===== src/inc/irqa_pkg.sv =====
// Package for the interrupt acknowledge unit: register map, reset
// values, flag positions, vectors and sequencer states.
// Assumes a 100 MHz CPU clock and a 32-bit AXI4-Lite register bus.
package irqa_pkg;

  // Source count and bus address width
  localparam int IRQA_NSRC = 8;
  localparam int IRQA_SW   = 3;
  localparam int IRQA_AW   = 5;

  // Register byte offsets
  localparam logic [IRQA_AW-1:0] IRQA_OFS_REQ     = 5'h00;
  localparam logic [IRQA_AW-1:0] IRQA_OFS_MASK    = 5'h04;
  localparam logic [IRQA_AW-1:0] IRQA_OFS_LEVEL   = 5'h08;
  localparam logic [IRQA_AW-1:0] IRQA_OFS_STATUS  = 5'h0C;
  localparam logic [IRQA_AW-1:0] IRQA_OFS_SERVICE = 5'h10;

  // Reset values
  localparam logic [7:0] IRQA_RST_REQ    = 8'h00;
  localparam logic [7:0] IRQA_RST_MASK   = 8'hFF;
  localparam logic [7:0] IRQA_RST_LEVEL  = 8'hFF;
  localparam logic [7:0] IRQA_RST_STATUS = 8'h02;

  // Field positions in the status word and service register
  localparam int IRQA_ACCEPT_BIT = 7;
  localparam int IRQA_NEST_BIT   = 1;
  localparam int IRQA_SVC_TRAP   = 7;
  localparam int IRQA_SVC_BUSY   = 6;

  // Vector table addresses
  localparam logic [15:0] IRQA_TRAP_VEC = 16'h003E;
  localparam logic [15:0] IRQA_VEC_BASE = 16'h0004;
  localparam logic [15:0] IRQA_VEC_STEP = 16'h0002;

  // Latency figures in CPU clocks, request to vectored servicing
  localparam int IRQA_LAT_HI_MIN_CLK = 7;
  localparam int IRQA_LAT_HI_MAX_CLK = 32;
  localparam int IRQA_LAT_LO_MIN_CLK = 8;
  localparam int IRQA_LAT_LO_MAX_CLK = 33;

  // Bus responses
  localparam logic [1:0] IRQA_RESP_OKAY   = 2'b00;
  localparam logic [1:0] IRQA_RESP_SLVERR = 2'b10;

  typedef enum logic [1:0] {
    IRQA_IDLE,
    IRQA_PUSH_SW,
    IRQA_PUSH_PC,
    IRQA_BRANCH
  } irqa_seq_e;

endpackage


===== src/core/irqa_ack.sv =====
// Interrupt acknowledge and nesting unit of an 8-bit CPU core.
// Assumes peripheral events and sequencer strobes are on aclk, and
// that the sequencer honours cpu_stall while an entry sequence runs.
//
// Design decisions made here: the AXI4-Lite register port and the placing of the registers.
`timescale 1ns/100ps

module irqa_ack (
  // Clock and reset
  input  wire logic                         aclk,
  input  wire logic                         aresetn,
  // AXI4-Lite write address and data
  input  wire logic [irqa_pkg::IRQA_AW-1:0] s_axi_awaddr,
  input  wire logic                         s_axi_awvalid,
  output logic                              s_axi_awready,
  input  wire logic [31:0]                  s_axi_wdata,
  input  wire logic [3:0]                   s_axi_wstrb,
  input  wire logic                         s_axi_wvalid,
  output logic                              s_axi_wready,
  // AXI4-Lite write response
  output logic [1:0]                        s_axi_bresp,
  output logic                              s_axi_bvalid,
  input  wire logic                         s_axi_bready,
  // AXI4-Lite read
  input  wire logic [irqa_pkg::IRQA_AW-1:0] s_axi_araddr,
  input  wire logic                         s_axi_arvalid,
  output logic                              s_axi_arready,
  output logic [31:0]                       s_axi_rdata,
  output logic [1:0]                        s_axi_rresp,
  output logic                              s_axi_rvalid,
  input  wire logic                         s_axi_rready,
  // Peripheral request events
  input  wire logic [irqa_pkg::IRQA_NSRC-1:0] src_event,
  // Instruction sequencer strobes
  input  wire logic                         instr_done,
  input  wire logic                         instr_holds,
  input  wire logic                         div_busy,
  input  wire logic                         soft_trap_instr,
  input  wire logic                         return_from_irq,
  input  wire logic                         return_from_trap,
  input  wire logic                         unmask_all_instr,
  input  wire logic                         mask_all_instr,
  input  wire logic [7:0]                   popped_status,
  // Entry sequence towards the sequencer
  output logic                              cpu_stall,
  output logic                              push_status_stb,
  output logic                              push_pc_stb,
  output logic [7:0]                        push_data,
  output logic                              branch_stb,
  output logic [15:0]                       branch_addr,
  output logic [irqa_pkg::IRQA_SW-1:0]      ack_source,
  output logic [7:0]                        status_word
);
  import irqa_pkg::*;

  // Lowest set bit wins: the fixed default order
  function automatic logic [IRQA_SW-1:0] pick_first(
    input logic [IRQA_NSRC-1:0] vec
  );
    logic [IRQA_SW-1:0] idx;
    idx = '0;
    for (int i = IRQA_NSRC - 1; i >= 0; i--) begin
      if (vec[i]) begin
        idx = IRQA_SW'(i);
      end
    end
    return idx;
  endfunction

  // Vector slot of a maskable source
  function automatic logic [15:0] vec_of(input logic [IRQA_SW-1:0] src);
    logic [15:0] step;
    step = IRQA_VEC_STEP * {13'h0000, src};
    return IRQA_VEC_BASE + step;
  endfunction

  logic [IRQA_NSRC-1:0] req_reg;
  logic [IRQA_NSRC-1:0] mask_reg;
  logic [IRQA_NSRC-1:0] level_reg;
  logic [7:0]           status_word_reg;
  logic                 in_trap_reg;
  logic                 hold_reg;
  logic                 lo_ripe_reg;
  irqa_seq_e            seq_reg;
  irqa_seq_e            seq_next;
  logic [7:0]           push_data_reg;
  logic [15:0]          branch_addr_reg;
  logic [IRQA_SW-1:0]   ack_source_reg;

  logic                 aw_held_reg;
  logic                 w_held_reg;
  logic [IRQA_AW-1:0]   awaddr_reg;
  logic [7:0]           wdata_reg;
  logic                 wlane_reg;
  logic                 bvalid_reg;
  logic [1:0]           bresp_reg;
  logic                 rvalid_reg;
  logic [31:0]          rdata_reg;
  logic [1:0]           rresp_reg;

  logic                 do_write;
  logic                 wr_req;
  logic                 wr_mask;
  logic                 wr_level;
  logic                 wr_status;
  logic                 wr_mapped;

  logic [IRQA_NSRC-1:0] eligible;
  logic [IRQA_NSRC-1:0] hi_vec;
  logic [IRQA_NSRC-1:0] lo_vec;
  logic                 accept_flag;
  logic                 low_allowed;
  logic                 boundary_ok;
  logic                 take_hi;
  logic                 take_lo;
  logic                 take_mask;
  logic                 take_trap;
  logic [IRQA_SW-1:0]   take_src;
  logic [IRQA_NSRC-1:0] ack_clr;

  // Bus write decode
  assign do_write  = aw_held_reg & w_held_reg & ~bvalid_reg;
  assign wr_req    = do_write & wlane_reg & (awaddr_reg == IRQA_OFS_REQ);
  assign wr_mask   = do_write & wlane_reg & (awaddr_reg == IRQA_OFS_MASK);
  assign wr_level  = do_write & wlane_reg & (awaddr_reg == IRQA_OFS_LEVEL);
  assign wr_status = do_write & wlane_reg
                   & (awaddr_reg == IRQA_OFS_STATUS);
  assign wr_mapped = (awaddr_reg == IRQA_OFS_REQ)
                   | (awaddr_reg == IRQA_OFS_MASK)
                   | (awaddr_reg == IRQA_OFS_LEVEL)
                   | (awaddr_reg == IRQA_OFS_STATUS)
                   | (awaddr_reg == IRQA_OFS_SERVICE);

  // Qualification and arbitration
  assign eligible    = req_reg & ~mask_reg;
  assign hi_vec      = eligible & ~level_reg;
  assign lo_vec      = eligible & level_reg;
  assign accept_flag = status_word_reg[IRQA_ACCEPT_BIT];
  // Trap service lets both levels nest, whatever the nest flag says
  assign low_allowed = status_word_reg[IRQA_NEST_BIT]
                     | in_trap_reg;
  // Only at an instruction boundary; a divide never ends early
  assign boundary_ok = instr_done & ~div_busy & ~hold_reg
                     & ~instr_holds & (seq_reg == IRQA_IDLE);
  assign take_trap   = soft_trap_instr
                     & (seq_reg == IRQA_IDLE);
  // A trap in the same cycle wins and clears the accept flag
  assign take_hi     = boundary_ok & ~take_trap & accept_flag
                     & (|hi_vec);
  // Low level waits one more clock, giving the longer latency
  assign take_lo     = boundary_ok & ~take_trap & accept_flag & ~(|hi_vec)
                     & (|lo_vec) & lo_ripe_reg & low_allowed;
  assign take_mask   = take_hi | take_lo;
  assign take_src    = take_hi ? pick_first(hi_vec)
                               : pick_first(lo_vec);

  generate
    for (genvar g = 0; g < IRQA_NSRC; g++) begin : g_clr
      assign ack_clr[g] = take_mask & (take_src == IRQA_SW'(g));
    end
  endgenerate

  // Pending flags: an event beats any clear in the same cycle
  generate
    for (genvar g = 0; g < IRQA_NSRC; g++) begin : g_req
      always_ff @(posedge aclk) begin
        if (!aresetn) begin
          req_reg[g] <= IRQA_RST_REQ[g];
        end else if (src_event[g]) begin
          req_reg[g] <= 1'b1;
        end else if (wr_req) begin
          req_reg[g] <= wdata_reg[g];
        end else if (ack_clr[g]) begin
          req_reg[g] <= 1'b0;
        end
      end
    end
  endgenerate

  always_ff @(posedge aclk) begin
    if (!aresetn) begin
      mask_reg <= IRQA_RST_MASK;
    end else if (wr_mask) begin
      mask_reg <= wdata_reg;
    end
  end

  always_ff @(posedge aclk) begin
    if (!aresetn) begin
      level_reg <= IRQA_RST_LEVEL;
    end else if (wr_level) begin
      level_reg <= wdata_reg;
    end
  end

  // Status word: entry, restore, unmask/mask, then software write
  always_ff @(posedge aclk) begin
    if (!aresetn) begin
      status_word_reg <= IRQA_RST_STATUS;
    end else if (take_trap) begin
      status_word_reg[IRQA_ACCEPT_BIT] <= 1'b0;
    end else if (take_mask) begin
      status_word_reg[IRQA_ACCEPT_BIT] <= 1'b0;
      status_word_reg[IRQA_NEST_BIT]   <= level_reg[take_src];
    end else if (return_from_irq | return_from_trap) begin
      status_word_reg <= popped_status;
    end else if (unmask_all_instr) begin
      status_word_reg[IRQA_ACCEPT_BIT] <= 1'b1;
    end else if (mask_all_instr) begin
      status_word_reg[IRQA_ACCEPT_BIT] <= 1'b0;
    end else if (wr_status) begin
      status_word_reg <= wdata_reg;
    end
  end

  // Trap service marker for the nesting decision
  always_ff @(posedge aclk) begin
    if (!aresetn) begin
      in_trap_reg <= 1'b0;
    end else if (take_trap) begin
      in_trap_reg <= 1'b1;
    end else if (return_from_trap) begin
      in_trap_reg <= 1'b0;
    end
  end

  // Deferral: ends with the next completed instruction
  always_ff @(posedge aclk) begin
    if (!aresetn) begin
      hold_reg <= 1'b0;
    end else if (return_from_irq | return_from_trap
                 | unmask_all_instr | mask_all_instr
                 | wr_req | wr_mask | wr_level | wr_status
                 | (instr_done & instr_holds)) begin
      hold_reg <= 1'b1;
    end else if (instr_done) begin
      hold_reg <= 1'b0;
    end
  end

  always_ff @(posedge aclk) begin
    if (!aresetn) begin
      lo_ripe_reg <= 1'b0;
    end else begin
      lo_ripe_reg <= |lo_vec;
    end
  end

  // Entry sequence: status push, PC push, branch
  always_comb begin
    seq_next = seq_reg;
    unique case (seq_reg)
      IRQA_IDLE: begin
        if (take_trap | take_mask) begin
          seq_next = IRQA_PUSH_SW;
        end
      end
      IRQA_PUSH_SW: begin
        seq_next = IRQA_PUSH_PC;
      end
      IRQA_PUSH_PC: begin
        seq_next = IRQA_BRANCH;
      end
      IRQA_BRANCH: begin
        seq_next = IRQA_IDLE;
      end
    endcase
  end

  always_ff @(posedge aclk) begin
    if (!aresetn) begin
      seq_reg <= IRQA_IDLE;
    end else begin
      seq_reg <= seq_next;
    end
  end

  // Entry data captured before the status word changes
  always_ff @(posedge aclk) begin
    if (!aresetn) begin
      push_data_reg   <= IRQA_RST_STATUS;
      branch_addr_reg <= IRQA_TRAP_VEC;
      ack_source_reg  <= '0;
    end else if (take_trap) begin
      push_data_reg   <= status_word_reg;
      branch_addr_reg <= IRQA_TRAP_VEC;
    end else if (take_mask) begin
      push_data_reg   <= status_word_reg;
      branch_addr_reg <= vec_of(take_src);
      ack_source_reg  <= take_src;
    end
  end

  assign cpu_stall       = (seq_reg != IRQA_IDLE);
  assign push_status_stb = (seq_reg == IRQA_PUSH_SW);
  assign push_pc_stb     = (seq_reg == IRQA_PUSH_PC);
  assign branch_stb      = (seq_reg == IRQA_BRANCH);
  assign push_data       = push_data_reg;
  assign branch_addr     = branch_addr_reg;
  assign ack_source      = ack_source_reg;
  assign status_word     = status_word_reg;

  // AXI write channels, taken in either order
  always_ff @(posedge aclk) begin
    if (!aresetn) begin
      aw_held_reg <= 1'b0;
      awaddr_reg  <= '0;
    end else if (s_axi_awvalid & ~aw_held_reg) begin
      aw_held_reg <= 1'b1;
      awaddr_reg  <= s_axi_awaddr;
    end else if (do_write) begin
      aw_held_reg <= 1'b0;
    end
  end

  always_ff @(posedge aclk) begin
    if (!aresetn) begin
      w_held_reg <= 1'b0;
      wdata_reg  <= '0;
      wlane_reg  <= 1'b0;
    end else if (s_axi_wvalid & ~w_held_reg) begin
      w_held_reg <= 1'b1;
      wdata_reg  <= s_axi_wdata[7:0];
      wlane_reg  <= s_axi_wstrb[0];
    end else if (do_write) begin
      w_held_reg <= 1'b0;
    end
  end

  always_ff @(posedge aclk) begin
    if (!aresetn) begin
      bvalid_reg <= 1'b0;
      bresp_reg  <= IRQA_RESP_OKAY;
    end else if (do_write) begin
      bvalid_reg <= 1'b1;
      bresp_reg  <= wr_mapped ? IRQA_RESP_OKAY : IRQA_RESP_SLVERR;
    end else if (s_axi_bready) begin
      bvalid_reg <= 1'b0;
    end
  end

  // AXI read; service register is read-only state
  always_ff @(posedge aclk) begin
    if (!aresetn) begin
      rvalid_reg <= 1'b0;
      rdata_reg  <= '0;
      rresp_reg  <= IRQA_RESP_OKAY;
    end else if (s_axi_arvalid & ~rvalid_reg) begin
      rvalid_reg <= 1'b1;
      rresp_reg  <= IRQA_RESP_OKAY;
      rdata_reg  <= '0;
      unique case (s_axi_araddr)
        IRQA_OFS_REQ:    rdata_reg[7:0] <= req_reg;
        IRQA_OFS_MASK:   rdata_reg[7:0] <= mask_reg;
        IRQA_OFS_LEVEL:  rdata_reg[7:0] <= level_reg;
        IRQA_OFS_STATUS: rdata_reg[7:0] <= status_word_reg;
        IRQA_OFS_SERVICE: begin
          rdata_reg[IRQA_SVC_TRAP]  <= in_trap_reg;
          rdata_reg[IRQA_SVC_BUSY]  <= cpu_stall;
          rdata_reg[IRQA_SW-1:0]    <= ack_source_reg;
        end
        default:         rresp_reg <= IRQA_RESP_SLVERR;
      endcase
    end else if (s_axi_rready) begin
      rvalid_reg <= 1'b0;
    end
  end

  assign s_axi_awready = ~aw_held_reg;
  assign s_axi_wready  = ~w_held_reg;
  assign s_axi_bvalid  = bvalid_reg;
  assign s_axi_bresp   = bresp_reg;
  assign s_axi_arready = ~rvalid_reg;
  assign s_axi_rvalid  = rvalid_reg;
  assign s_axi_rdata   = rdata_reg;
  assign s_axi_rresp   = rresp_reg;

endmodule


===== config.mk =====
export PLATFORM = sky130hd
export DESIGN_NAME = irqa_ack
export DESIGN_NICKNAME = d
export VERILOG_FILES = /design/src/inc/irqa_pkg.sv /design/src/core/irqa_ack.sv
export SDC_FILE = /design/constraint.sdc
export NUM_CORES = 1
export LEC_CHECK = 0
export ABC_AREA = 1
export ABC_CLOCK_PERIOD_IN_PS = 3550
export BUFFER_PORTS_ARGS = -buffer_cell sky130_fd_sc_hd__buf_2
export CAP_MARGIN = 0
export CORE_MARGIN = 5
export CORE_UTILIZATION = 54
export CTS_CLUSTER_SIZE = 16
export DETAILED_ROUTE_END_ITERATION = 7
export PLACE_DENSITY_LB_ADDON = 0.2
export SETUP_SLACK_MARGIN = 0.5
export SYNTH_ARGS = -nofsm -noshare
export SYNTH_HDL_FRONTEND = slang
export SYNTH_SLANG_ARGS = --single-unit

===== constraint.sdc =====
create_clock -name aclk -period 3.55 [get_ports aclk]
set_input_delay 0.355 -clock aclk [delete_from_list [all_inputs] [get_ports aclk]]
set_output_delay 0.355 -clock aclk [all_outputs]
set_load 0.1 [all_outputs]

==> metrics.md <==
| Metric | Value |
|---|---|
| Die width | between 100 and 150 um |
| Vias in the first global route | 3801 |
| Synth area leaders | dfxtp_1 37%, nand2_1 8.7%, buf_4 6.7% |
| TritonCTS Buffers | 9 |
| Drt total wl | approximately 12000 um |
| GRT Residual Overflow | 0 |
| Area of the core | between 0.007 and 0.008 mm^2 |
| Async set-reset flop share out of synthesis | 0% |
| Synth Register Bits | 81 |
| Via Count | between 4k and 5k |
| Die area | ~0.01 mm^2 |
| Initial core utilization | a little under three fifths |
| Area leader, netlist | dfxtp_1 |
| RSZ-0062 raised after global routing | no |
| Required @ worst endpoint | roughly 3800 ps |
| Achievable frequency | between 400 and 500 MHz |
| DRT iter0 DRCs | about 180 |
| H-tree levels | 3 |
| Critical path class | register to register |
| Nets | approximately 760 |
| CTS max path bufs | 2 |
| Post-route ant nets | 0 |
| Post-synth top area share | approximately 37% |
| # Post-CTS Setup Buffers | 0 |
| Crit path cell chain | inv_1, ha_1, nand2_1, nor2_2, nand2_2, bufinv_8, nand2_8, o21ai_4, nor2_4, inv_2, o21ai_0, a21oi_1 |
| Crit-path slowest cell | dfxtp_1 |
| Run status | finished, final reports clean |
| Max Slew Vio Count | 0 |
| Grt met1 use | about 33% |
| Initial antenna violation count | 0 |
| Synth Cell Area | 0.004378 mm^2 |
| Fin. Hold Viols | 0 |
| Unique cell type count in the Yosys netlist | slightly above 40 |
| Data arrival time of the worst path | approximately 2700 ps |
| Worst-path clk slew | roughly 90 ps |
| Clk sinks | 81 |
| Final GP Congestion | 0.8657 |
| Detailed placement HPWL | a little over 9000 um |
| Cell row count | 32 |
| Seq/Total Area, Yosys | about 37% |
| # diodes | 0 |
| CP Capture Type | register |
| Max Cap Violations | 0 |
| RR Endpoint | push_data[3] |
| Port Buffer Count | 92 |
| GR peak layer | met2 |
| Area Growth Syn to Fin | 13.52% |
| Synth Warn # | 0 |
| Tmin final | 2408 ps |
| CTS Hold Buffers Added | 0 |
| DIE HEIGHT | 100.0 um |
| Layout cells sized above 1 | ~25% |
| Peak VDD IR | roughly 0.00062 V |
| Layout Utilization | between 60% and 70% |
| Worst reg-to-reg setup slack | about 1100 ps |
| Post-synth top cells | 101 x nand2_1, 81 x dfxtp_1, 62 x inv_1, 54 x a21oi_1, 45 x o21ai_0 |
| Slowest stage delay, CP | ~400 ps |
| M2 GR Usage | a little under 40% |
| GR Util met3 | ~4% |
| # setup viols final | 0 |
| Largest net degree at the start of global routing | 31 |
| Hold Crit Class | primary input to register |
| Synth Area per Inst | between 7 and 8 um^2 |
| First-pass GRT wire length | between 15000 and 20000 um |
| Hold depth | 3 |
| DR vias/cell | between 5 and 6 |
| Worst setup SP type | register |
| Pleak | 2.550 nW |
| Clk Latency, worst-skew pair | between 300 and 400 ps |
| Pwr Density | 607.3 mW/mm^2 |
| Relative slew slack | between 30% and 40% |
| Dpl ws | roughly 1200 ps |
| Post-synthesis instance total | about 590 |
| Most frequent cell after synthesis | nand2_1 |
| CTS tree | done |
| CP Buf/Inv Count | 3 |
| Crit path max-delay family | simple AND/OR/NAND/NOR gates |
| Post-synth top flop | dfxtp_1 |
| CTS resizes | 0 |
| Number of synthesized flops with an enable pin | 0 |
| Setup tns final | 0 ps |
| Reg2reg start | seq_reg[0] |
| GRT Util Overall | about a quarter |
| Final WS setup | ~1100 ps |
| DRC errors left | 0 |
| Hold Startpoint | s_axi_awaddr[0] |
| Worst R2R Path Depth | 12 |
| Tcrit/Tclk final | about two thirds |
| Root Driver | clkbuf_8 |
| WHS Endpoint | awaddr_reg[0] |
| Final hold slack | between 200 and 250 ps |
| First drt pass iteration count | 5 |
| Wirelength per Cell | approximately 15 um |
| Worst-Margin Slew | between 1000 and 1500 ps |
| # IOs | 157 |
| Setup Skew | 14.64 ps |
| CP max FO | 14 |
-- worst reg2reg max path: stages, from the launching register on --
cell and delay (ps):
dfxtp_1 400, inv_1 100, ha_1 300, nand2_1 120, nor2_2 40, nand2_2 120
bufinv_8 210, nand2_8 80, o21ai_4 100, nor2_4 350, inv_2 220, o21ai_0 200
a21oi_1 60
-- final cells by class --
class                      instances  area [um^2]
inverter                          82        325.3
clock inverter                     6        72.57
tap                              102        127.6
timing repair buffer              93        467.9
fill                             712         2838
clock buffer                      10        137.6
multi-input combinational        412         2217
sequential                        81         1622
-- placed cells by master, fill, tap and decap left out, drive strengths merged --
cell type / n
a211oi: 1
a21boi: 1
a21o: 1
a21oi: 61
a221oi: 6
a31oi: 2
buf: 93
bufinv: 2
clkbuf: 10
clkinv: 2
clkinvlp: 1
conb: 37
dfxtp: 81
ha: 6
inv: 83
nand2: 114
nand3: 42
nand4: 1
nor2: 46
nor3: 7
o211ai: 18
o21a: 4
o21ai: 52
o21bai: 4
o22ai: 8
or2: 1
-- layer usage --
layer	wire length, um	up-vias	share of wire, %
met5	0	-	0
met2	5639	148	47
met4	156	0	1.3
li1	-	2057	-
met3	818	15	6.8
met1	5404	1841	45
-- report_power, final --
| part | switching, mW | total [mW] | internal, mW |
|---|---|---|---|
| clock | 0.365 | 0.718 | 0.353 |
| combinational | 1.04 | 1.23 | 0.192 |
| sequential | 0.0746 | 1.07 | 0.998 |
| total | 1.47 | 3.02 | 1.54 |
-- metrics by stage --
| stage | power, mW | instance area [um^2] | cells |
|---|---|---|---|
| floorplan | 2.159 | 4513 | 627 |
| global placement | 2.294 | 4760 | 770 |
| detailed placement | 2.311 | 4760 | 770 |
| CTS | 3.020 | 4970 | 786 |
| global route | 3.147 | 4970 | 786 |
| finish | 3.018 | 4970 | 786 |
-- worst max-delay path by stage --
stage / start / end / cells past startpoint
5_1_grt: seq_reg[0] / push_data[7] / 12
3_3_place_gp: seq_reg[0] / push_data[2] / 12
3_5_place_dp: seq_reg[0] / push_data[4] / 12
4_1_cts: seq_reg[0] / push_data[4] / 12
6_report: seq_reg[0] / push_data[3] / 12
2_1_floorplan: s_axi_rvalid / s_axi_rresp[1] / 5
-- cells by family (layout without fill, tap and decap cells) --
| family | count (synthesis) | after routing | synth area share [%] |
|---|---|---|---|
| buffers and inverters | 134 | 191 | 15.40 |
| adder cells (fa/ha/maj) | 6 | 6 | 1.715 |
| AND/OR/NAND/NOR | 211 | 211 | 24.04 |
| AO/OA/AOI/OAI | 158 | 158 | 21.72 |
| other | 1 | 37 | 0.08566 |
| flip-flops | 81 | 81 | 37.04 |
Note: power is estimated with default switching activity, not from simulation.
